**src/inc/internal_error_pkg.sv**
```systemverilog
// register map, field layout and reset values of the internal error report unit
package internal_error_pkg;
	localparam int unsigned ADDR_W = 12;
	localparam int unsigned DATA_W = 32;
	localparam int unsigned FLAG_W = 19;
	localparam logic [11:0] OFFSET_REPORT_CONTROL = 12'h480;
	localparam logic [11:0] OFFSET_ERROR_FLAGS = 12'h484;
	localparam logic [11:0] OFFSET_REPORT_MASK = 12'h488;
	localparam logic [11:0] OFFSET_IRQ_MASK = 12'h48c;
	localparam int unsigned REPORT_ENABLE_BIT = 0;
	localparam logic [31:0] RESET_REPORT_CONTROL = 32'h0000_0001;
	localparam logic [18:0] RESET_FLAGS = 19'h0_0000;
	localparam logic [18:0] RESET_MASK = 19'h0_0000;
	// implemented flag bits; bit 3 is reserved
	localparam logic [18:0] FLAG_IMPLEMENTED = 19'h7_fff7;
	localparam int unsigned BIT_IN_POSTED_TO = 0;
	localparam int unsigned BIT_IN_NONPOSTED_TO = 1;
	localparam int unsigned BIT_IN_COMPLETION_TO = 2;
	localparam int unsigned BIT_OUT_POSTED_TO = 4;
	localparam int unsigned BIT_OUT_NONPOSTED_TO = 5;
	localparam int unsigned BIT_OUT_COMPLETION_TO = 6;
	localparam int unsigned BIT_IN_DATA_SINGLE = 7;
	localparam int unsigned BIT_IN_DATA_DOUBLE = 8;
	localparam int unsigned BIT_IN_CTRL_SINGLE = 9;
	localparam int unsigned BIT_IN_CTRL_DOUBLE = 10;
	localparam int unsigned BIT_OUT_DATA_SINGLE = 11;
	localparam int unsigned BIT_OUT_DATA_DOUBLE = 12;
	localparam int unsigned BIT_OUT_CTRL_SINGLE = 13;
	localparam int unsigned BIT_OUT_CTRL_DOUBLE = 14;
	localparam int unsigned BIT_PARITY = 15;
	localparam int unsigned BIT_UNRELIABLE_LINK = 16;
	localparam int unsigned BIT_REPLAY_SINGLE = 17;
	localparam int unsigned BIT_REPLAY_DOUBLE = 18;
endpackage

```
**src/design/sticky_flag.sv**
```systemverilog
// one write-one-to-clear sticky flag where a new event beats the clear
`timescale 1ns/1ps
`default_nettype none
module sticky_flag
(
	// clock and reset
	input wire logic clk_sys,
	input wire logic arst_n,
	// event and clear
	input wire logic event_pulse,
	input wire logic clear_pulse,
	// state
	output logic flag
);
	typedef struct packed
	{
		logic flag;
	} state_t;
	state_t state;
	state_t next_state;

	always_comb
	begin
		next_state = state;
		if (event_pulse)
			next_state.flag = 1'b1;
		else if (clear_pulse)
			next_state.flag = 1'b0;
	end

	always_ff @(posedge clk_sys or negedge arst_n)
	begin
		if (!arst_n)
			state <= '0;
		else
			state <= next_state;
	end

	assign flag = state.flag;
endmodule
`default_nettype wire

```
**src/design/rising_edge.sv**
```systemverilog
// turns a level into a one-cycle pulse on its rising edge
`timescale 1ns/1ps
`default_nettype none
module rising_edge
(
	// clock and reset
	input wire logic clk_sys,
	input wire logic arst_n,
	// level in, pulse out
	input wire logic level,
	output logic pulse
);
	typedef struct packed
	{
		logic last;
	} state_t;
	state_t state;
	state_t next_state;

	always_comb
	begin
		next_state = state;
		next_state.last = level;
	end

	always_ff @(posedge clk_sys or negedge arst_n)
	begin
		if (!arst_n)
			state <= '0;
		else
			state <= next_state;
	end

	assign pulse = level & ~state.last;
endmodule
`default_nettype wire

```
**src/design/internal_error_status_report.sv**
```systemverilog
// per-port internal error flags, masks and reporting to advanced error reporting
//
// Overview of operation
// - control bit 0 enables reporting, resets to one
// - flags 0..2: input buffer time-outs, sticky
// - flags 4..6: output buffer time-outs, write-one-clear
// - flags 7,8: input data RAM ECC errors
// - flags 9,10: input control RAM ECC errors
// - flags 11,12: output data RAM ECC errors
// - flags 13,14: output control RAM ECC errors
// - flag 15: datapath parity error
// - flag 16: unreliable link indication becomes set
// - flags 17,18: replay control RAM ECC errors
// - mask register blocks reporting, not flags
`timescale 1ns/1ps
`default_nettype none
module internal_error_status_report
	import internal_error_pkg::*;
(
	// clock and reset
	input wire logic clk_sys,
	input wire logic arst_n,
	// register port
	input wire logic [ADDR_W-1:0] reg_addr,
	input wire logic [DATA_W-1:0] reg_wdata,
	input wire logic reg_write,
	input wire logic reg_read,
	output logic [DATA_W-1:0] reg_rdata,
	// input buffer time-outs, one-cycle pulses
	input wire logic in_buf_posted_timeout,
	input wire logic in_buf_nonposted_timeout,
	input wire logic in_buf_completion_timeout,
	// output buffer time-outs
	input wire logic out_buf_posted_timeout,
	input wire logic out_buf_nonposted_timeout,
	input wire logic out_buf_completion_timeout,
	// ecc events
	input wire logic in_buf_data_single_ecc,
	input wire logic in_buf_data_double_ecc,
	input wire logic in_buf_ctrl_single_ecc,
	input wire logic in_buf_ctrl_double_ecc,
	input wire logic out_buf_data_single_ecc,
	input wire logic out_buf_data_double_ecc,
	input wire logic out_buf_ctrl_single_ecc,
	input wire logic out_buf_ctrl_double_ecc,
	input wire logic replay_ctrl_single_ecc,
	input wire logic replay_ctrl_double_ecc,
	// datapath parity pulse and link reliability level
	input wire logic datapath_parity_error,
	input wire logic unreliable_link_flag,
	// reporting
	output logic internal_error_report,
	output logic irq
);
	typedef struct packed
	{
		logic report_enable;
		logic [FLAG_W-1:0] report_mask;
		logic [FLAG_W-1:0] irq_mask;
		logic [DATA_W-1:0] rdata;
		logic report;
	} state_t;
	state_t state;
	state_t next_state;

	logic [FLAG_W-1:0] events;
	logic [FLAG_W-1:0] clears;
	logic [FLAG_W-1:0] flags;
	logic link_rise;

	//////////////////////////////////////////////////////////////////////////////
	// event collection

	rising_edge u_link_edge
	(
		.clk_sys(clk_sys),
		.arst_n(arst_n),
		.level(unreliable_link_flag),
		.pulse(link_rise)
	);

	always_comb
	begin
		events = '0;
		events[BIT_IN_POSTED_TO] = in_buf_posted_timeout;
		events[BIT_IN_NONPOSTED_TO] = in_buf_nonposted_timeout;
		events[BIT_IN_COMPLETION_TO] = in_buf_completion_timeout;
		events[BIT_OUT_POSTED_TO] = out_buf_posted_timeout;
		events[BIT_OUT_NONPOSTED_TO] = out_buf_nonposted_timeout;
		events[BIT_OUT_COMPLETION_TO] = out_buf_completion_timeout;
		events[BIT_IN_DATA_SINGLE] = in_buf_data_single_ecc;
		events[BIT_IN_DATA_DOUBLE] = in_buf_data_double_ecc;
		events[BIT_IN_CTRL_SINGLE] = in_buf_ctrl_single_ecc;
		events[BIT_IN_CTRL_DOUBLE] = in_buf_ctrl_double_ecc;
		events[BIT_OUT_DATA_SINGLE] = out_buf_data_single_ecc;
		events[BIT_OUT_DATA_DOUBLE] = out_buf_data_double_ecc;
		events[BIT_OUT_CTRL_SINGLE] = out_buf_ctrl_single_ecc;
		events[BIT_OUT_CTRL_DOUBLE] = out_buf_ctrl_double_ecc;
		events[BIT_PARITY] = datapath_parity_error;
		events[BIT_UNRELIABLE_LINK] = link_rise;
		events[BIT_REPLAY_SINGLE] = replay_ctrl_single_ecc;
		events[BIT_REPLAY_DOUBLE] = replay_ctrl_double_ecc;
	end

	assign clears = (reg_write && reg_addr == OFFSET_ERROR_FLAGS) ?
		(reg_wdata[FLAG_W-1:0] & FLAG_IMPLEMENTED) : '0;

	//////////////////////////////////////////////////////////////////////////////
	// sticky flags

	sticky_flag u_in_posted
	(
		.clk_sys(clk_sys),
		.arst_n(arst_n),
		.event_pulse(events[BIT_IN_POSTED_TO]),
		.clear_pulse(clears[BIT_IN_POSTED_TO]),
		.flag(flags[BIT_IN_POSTED_TO])
	);
	sticky_flag u_in_nonposted
	(
		.clk_sys(clk_sys),
		.arst_n(arst_n),
		.event_pulse(events[BIT_IN_NONPOSTED_TO]),
		.clear_pulse(clears[BIT_IN_NONPOSTED_TO]),
		.flag(flags[BIT_IN_NONPOSTED_TO])
	);
	sticky_flag u_in_completion
	(
		.clk_sys(clk_sys),
		.arst_n(arst_n),
		.event_pulse(events[BIT_IN_COMPLETION_TO]),
		.clear_pulse(clears[BIT_IN_COMPLETION_TO]),
		.flag(flags[BIT_IN_COMPLETION_TO])
	);
	sticky_flag u_out_posted
	(
		.clk_sys(clk_sys),
		.arst_n(arst_n),
		.event_pulse(events[BIT_OUT_POSTED_TO]),
		.clear_pulse(clears[BIT_OUT_POSTED_TO]),
		.flag(flags[BIT_OUT_POSTED_TO])
	);
	sticky_flag u_out_nonposted
	(
		.clk_sys(clk_sys),
		.arst_n(arst_n),
		.event_pulse(events[BIT_OUT_NONPOSTED_TO]),
		.clear_pulse(clears[BIT_OUT_NONPOSTED_TO]),
		.flag(flags[BIT_OUT_NONPOSTED_TO])
	);
	sticky_flag u_out_completion
	(
		.clk_sys(clk_sys),
		.arst_n(arst_n),
		.event_pulse(events[BIT_OUT_COMPLETION_TO]),
		.clear_pulse(clears[BIT_OUT_COMPLETION_TO]),
		.flag(flags[BIT_OUT_COMPLETION_TO])
	);
	sticky_flag u_in_data_single
	(
		.clk_sys(clk_sys),
		.arst_n(arst_n),
		.event_pulse(events[BIT_IN_DATA_SINGLE]),
		.clear_pulse(clears[BIT_IN_DATA_SINGLE]),
		.flag(flags[BIT_IN_DATA_SINGLE])
	);
	sticky_flag u_in_data_double
	(
		.clk_sys(clk_sys),
		.arst_n(arst_n),
		.event_pulse(events[BIT_IN_DATA_DOUBLE]),
		.clear_pulse(clears[BIT_IN_DATA_DOUBLE]),
		.flag(flags[BIT_IN_DATA_DOUBLE])
	);
	sticky_flag u_in_ctrl_single
	(
		.clk_sys(clk_sys),
		.arst_n(arst_n),
		.event_pulse(events[BIT_IN_CTRL_SINGLE]),
		.clear_pulse(clears[BIT_IN_CTRL_SINGLE]),
		.flag(flags[BIT_IN_CTRL_SINGLE])
	);
	sticky_flag u_in_ctrl_double
	(
		.clk_sys(clk_sys),
		.arst_n(arst_n),
		.event_pulse(events[BIT_IN_CTRL_DOUBLE]),
		.clear_pulse(clears[BIT_IN_CTRL_DOUBLE]),
		.flag(flags[BIT_IN_CTRL_DOUBLE])
	);
	sticky_flag u_out_data_single
	(
		.clk_sys(clk_sys),
		.arst_n(arst_n),
		.event_pulse(events[BIT_OUT_DATA_SINGLE]),
		.clear_pulse(clears[BIT_OUT_DATA_SINGLE]),
		.flag(flags[BIT_OUT_DATA_SINGLE])
	);
	sticky_flag u_out_data_double
	(
		.clk_sys(clk_sys),
		.arst_n(arst_n),
		.event_pulse(events[BIT_OUT_DATA_DOUBLE]),
		.clear_pulse(clears[BIT_OUT_DATA_DOUBLE]),
		.flag(flags[BIT_OUT_DATA_DOUBLE])
	);
	sticky_flag u_out_ctrl_single
	(
		.clk_sys(clk_sys),
		.arst_n(arst_n),
		.event_pulse(events[BIT_OUT_CTRL_SINGLE]),
		.clear_pulse(clears[BIT_OUT_CTRL_SINGLE]),
		.flag(flags[BIT_OUT_CTRL_SINGLE])
	);
	sticky_flag u_out_ctrl_double
	(
		.clk_sys(clk_sys),
		.arst_n(arst_n),
		.event_pulse(events[BIT_OUT_CTRL_DOUBLE]),
		.clear_pulse(clears[BIT_OUT_CTRL_DOUBLE]),
		.flag(flags[BIT_OUT_CTRL_DOUBLE])
	);
	sticky_flag u_parity
	(
		.clk_sys(clk_sys),
		.arst_n(arst_n),
		.event_pulse(events[BIT_PARITY]),
		.clear_pulse(clears[BIT_PARITY]),
		.flag(flags[BIT_PARITY])
	);
	sticky_flag u_link
	(
		.clk_sys(clk_sys),
		.arst_n(arst_n),
		.event_pulse(events[BIT_UNRELIABLE_LINK]),
		.clear_pulse(clears[BIT_UNRELIABLE_LINK]),
		.flag(flags[BIT_UNRELIABLE_LINK])
	);
	sticky_flag u_replay_single
	(
		.clk_sys(clk_sys),
		.arst_n(arst_n),
		.event_pulse(events[BIT_REPLAY_SINGLE]),
		.clear_pulse(clears[BIT_REPLAY_SINGLE]),
		.flag(flags[BIT_REPLAY_SINGLE])
	);
	sticky_flag u_replay_double
	(
		.clk_sys(clk_sys),
		.arst_n(arst_n),
		.event_pulse(events[BIT_REPLAY_DOUBLE]),
		.clear_pulse(clears[BIT_REPLAY_DOUBLE]),
		.flag(flags[BIT_REPLAY_DOUBLE])
	);
	// bit 3 is reserved and always reads zero
	assign flags[3] = 1'b0;

	//////////////////////////////////////////////////////////////////////////////
	// registers and reporting

	always_comb
	begin
		next_state = state;
		if (reg_write)
		begin
			unique case (reg_addr)
				OFFSET_REPORT_CONTROL:
					next_state.report_enable = reg_wdata[REPORT_ENABLE_BIT];
				OFFSET_REPORT_MASK:
					next_state.report_mask = reg_wdata[FLAG_W-1:0] & FLAG_IMPLEMENTED;
				OFFSET_IRQ_MASK:
					next_state.irq_mask = reg_wdata[FLAG_W-1:0] & FLAG_IMPLEMENTED;
				default:
					next_state.rdata = state.rdata;
			endcase
		end
		next_state.rdata = '0;
		if (reg_read)
		begin
			unique case (reg_addr)
				OFFSET_REPORT_CONTROL:
					next_state.rdata = {{(DATA_W-1){1'b0}}, state.report_enable};
				OFFSET_ERROR_FLAGS:
					next_state.rdata = {{(DATA_W-FLAG_W){1'b0}}, flags};
				OFFSET_REPORT_MASK:
					next_state.rdata = {{(DATA_W-FLAG_W){1'b0}}, state.report_mask};
				OFFSET_IRQ_MASK:
					next_state.rdata = {{(DATA_W-FLAG_W){1'b0}}, state.irq_mask};
				default:
					next_state.rdata = '0;
			endcase
		end
		// masked flags stay visible but do not report
		next_state.report = state.report_enable && |(flags & ~state.report_mask);
	end

	always_ff @(posedge clk_sys or negedge arst_n)
	begin
		if (!arst_n)
		begin
			state.report_enable <= RESET_REPORT_CONTROL[REPORT_ENABLE_BIT];
			state.report_mask <= RESET_MASK;
			state.irq_mask <= RESET_MASK;
			state.rdata <= '0;
			state.report <= 1'b0;
		end
		else
			state <= next_state;
	end

	assign reg_rdata = state.rdata;
	assign internal_error_report = state.report;
	assign irq = |(flags & ~state.irq_mask);
endmodule
`default_nettype wire

```
**config.mk**
```make
export PLATFORM = sky130hd
export DESIGN_NAME = internal_error_status_report
export DESIGN_NICKNAME = d
export VERILOG_FILES = /design/src/inc/internal_error_pkg.sv /design/src/design/sticky_flag.sv /design/src/design/rising_edge.sv /design/src/design/internal_error_status_report.sv
export SDC_FILE = /design/constraint.sdc
export NUM_CORES = 1
export LEC_CHECK = 0
export BUFFER_PORTS_ARGS = -buffer_cell sky130_fd_sc_hd__buf_2
export CAP_MARGIN = 40
export CORE_MARGIN = 5
export CORE_UTILIZATION = 45
export DETAILED_ROUTE_END_ITERATION = 8
export MAX_ROUTING_LAYER = met4
export PLACE_DENSITY = 0.7
export SYNTH_ARGS = -nofsm -noshare
export SYNTH_HDL_FRONTEND = slang
export SYNTH_SLANG_ARGS = --single-unit
```
**constraint.sdc**
```tcl
create_clock -name clk_sys -period 1.98 [get_ports clk_sys]
set_clock_uncertainty 0.15 [all_clocks]
set_input_delay 0.297 -clock clk_sys [delete_from_list [all_inputs] [get_ports clk_sys]]
set_output_delay 0.297 -clock clk_sys [all_outputs]
set_load 0.02 [all_outputs]
```
==> impl_metrics.ini <==
[die]
die_area_um2 = 10000
boundaryPins = 100
core_um2 = 7810
start_util_pct = 46.7
die_w_um = 100
dieHeight_um = 100
row_count = 32

[logic_synthesis]
netlist_top_cells_area = dfrtp_1 (51%), mux2_2 (8.6%), buf_4 (7.4%), mux2i_1 (4.9%), a2bb2oi_1 (4.3%)
synth_top_area_cell = dfrtp_1
synthXorXnorAreaFrac_pct = 0
synth_seq_cells = 75
synth_fa_ha_area_share_pct = 0
synth-simple-area-share_pct = 10.8
synth-async-reset-ratio_pct = 100
syn_avg_cell_area_um2 = 11.9
synth_ff_type = dfrtp_1
muxShareOfSynthArea_pct = 16.7
yosysSeqAreaShare_pct = 51.5
synth_top_family_by_area = multiplexers
yosysWarnings = 0
yosysTopAreaCellShare_pct = 50.7
synth.distinct_cells = 33
synth_top_cells_by_count = dfrtp_1 (74), buf_4 (36), mux2_2 (28)
syn-cell-area_um2 = 3650
syn_inst = 307
synth-compound-area-share_pct = 11.0
synth_edf_count = 0
yosysMostFrequentCell = dfrtp_1

[global_routing]
grt_antenna_before_repair = 0
grt.overflow.total = 0
grt_max_degree = 36
grt_pass1_wl_um = 14100
grt_pass1_vias = 2854
gr-usage-all-layers_pct = 18.6

[worst_setup_path]
cp_top_family = flip-flops
r2r_end = internal_error_report$_DFF_PN0_
r2r_setup_slack_ps = 50
crit_path_start_kind = register
max_stage_delay_ps = 420
crit_chain = nand2b_4 > o2111ai_4 > nor4_4 > o2111ai_1 > buf_4
path_class = register to output port
reg2regPathDepth = 5
crit_fanout = 2
required_ps = 1530
r2r_start = u_in_data_double.flag$_DFFE_PN0P_
critPathArrivalTime_ps = 1660
end_kind = output port
slowest_stage = dfrtp_1
cp.buffers_inverters = 1

[sta]
rsz0062_at_grt = true
fin_crit_sh_pct = 106
max_freq_ghz = 0.475
hold_viol = 0
finalSetupTns_ps = -125
fin_ws_ps = -125
period_minus_slack_ps = 2100
final-setup-viol-count = 1
slew_violations = 0

[routing]
drc = 0
num_vias = 2607
drtIter0Drc = 93
drt_pass1_iterations = 4
ant_nets = 0
vias_per_cell = 5.19
routed_wl_um = 8430
wl_per_cell_um = 16.8

[cells_and_area]
area_growth_pct = 23.1
fin_nets = 463
drive_above_1_share_pct = 36.5
fillers = 668
largest_reg_flops = 37
antenna_cells = 0
final_cells = 502
largest-register = state

[flow_run]
cap_viol_max_count = 0

[hold_path]
whs_endpoint = state[60]$_DFFE_PN0P_
hold_start = reg_wdata[8]
hold_path_class = input port to register
hold_path_depth = 2

[cts]
cts_buffer_depth = 2
cts_tree = done
clk_pin_slew_ps = 70
numCtsBuffers = 9
clock-sinks = 75
h-tree-depth = 3
clock_latency_ps = 340
cts_root_buf = clkbuf_8

[place]
dp_hpwl_um = 5800
placedCellCount = 464
gp_congestion = 0.831
io_buffers = 71

[status]
outcome = complete, but fails checks
violations = setup timing

[pwr]
p_per_area_nw_per_um2 = 638
p_leak_nw = 2.26
p_seq_share_pct = 53.7
switching_power_w = 0.000641
p_int_w = 0.00222
swShare_pct = 22.4
comb_power_share_pct = 7.2
clkPwrFrac_pct = 39.1
vdd_drop_max_v = 0.000522
worst max-delay path by stage:
stage | slack (ps) | endpoint | start | depth (start not counted)
6_report | -120 | irq | u_in_completion.flag$_DFFE_PN0P_ | 5
2_1_floorplan | 100 | state[41]$_DFFE_PN0P_ | reg_addr[5] | 5
4_1_cts | -150 | irq | u_parity.flag$_DFFE_PN0P_ | 5
3_3_place_gp | 110 | state[67]$_DFFE_PN0P_ | reg_addr[11] | 6
5_1_grt | -260 | irq | u_parity.flag$_DFFE_PN0P_ | 5
3_5_place_dp | 70 | state[38]$_DFFE_PN0P_ | reg_addr[5] | 6
power by group through the flow:
stage / registers [W] / clock network [W] / logic [W]
after floorplan: 0.00157 / 0 / 0.0000819
after global placement: 0.00157 / 0 / 0.000175
after detailed placement: 0.00157 / 0 / 0.000179
after CTS: 0.00154 / 0.00115 / 0.000209
after global routing: 0.00154 / 0.00122 / 0.000230
final: 0.00154 / 0.00112 / 0.000206
stage by stage:
step	setup WS (ps)	instance area (um^2)	hold WS (ps)	power [W]	utilization (%)
after global routing	-256	4490	28.3	0.00299	57.5
after detailed placement	74.7	4020	119	0.00175	51.5
after floorplan	100	3700	-149	0.00165	-
final	-125	4490	43.1	0.00287	57.5
after global placement	112	4020	114	0.00174	51.5
after CTS	-152	4480	30.9	0.00289	57.4
layer usage:
metal | track usage, % | wire length, um | up-vias
li1 | - | - | 1233
met1 | 22.7 | 3630 | 1301
met2 | 30.9 | 4270 | 64
met3 | 5.14 | 442 | 9
met4 | 4.25 | 82 | 0
met5 | - | 0 | -
area by class of cell:
| cell class | count | area, um^2 | area share, % |
|---|---|---|---|
| multi-input combinational | 187 | 1520 | 33.7 |
| timing repair buffer | 110 | 738 | 16.4 |
| sequential | 75 | 1880 | 41.8 |
| inverter | 14 | 52.6 | 1.17 |
| tap | 102 | 128 | 2.84 |
| clock buffer | 11 | 141 | 3.15 |
| clock inverter | 3 | 40.0 | 0.891 |
cells by family (layout without fill, tap and decap cells):
logic type,Yosys count,count (layout)
AOI/OAI and AO/OA,51,51
buffers and inverters,58,138
DFF,75,75
muxes,56,56
other,1,14
and+or+nand+nor,66,66
what timing repair did:
action	CTS	global route
setup buffers	5	0
endpoints found under the hold margin	48	0
hold buffers	19	0
endpoints found under the setup margin	1	2
resized for setup	8	2
pin swaps	3	0
layout by cell type (no fill, tap or decap), types with 2 or more instances in the layout:
| cell type | Yosys | layout |
|---|---|---|
| buf_12 | 0 | 3 |
| inv_1 | 14 | 13 |
| a21o_1 | 17 | 17 |
| o22ai_1 | 10 | 10 |
| buf_2 | 3 | 69 |
| mux2i_1 | 18 | 18 |
| clkinv_2 | 0 | 2 |
| nand3_1 | 19 | 19 |
| conb_1 | 1 | 14 |
| buf_4 | 36 | 19 |
| clkbuf_8 | 0 | 10 |
| o2111ai_1 | 5 | 4 |
| mux2_2 | 28 | 28 |
| dfrtp_1 | 74 | 74 |
| mux2_1 | 10 | 10 |
| nor2_1 | 20 | 20 |
| a2bb2oi_1 | 18 | 18 |
| nand2b_1 | 13 | 10 |
| nor4_4 | 1 | 2 |
| dlygate4sd3_1 | 0 | 19 |
| nand2b_4 | 0 | 3 |
Power figures use the tool's default switching activity.
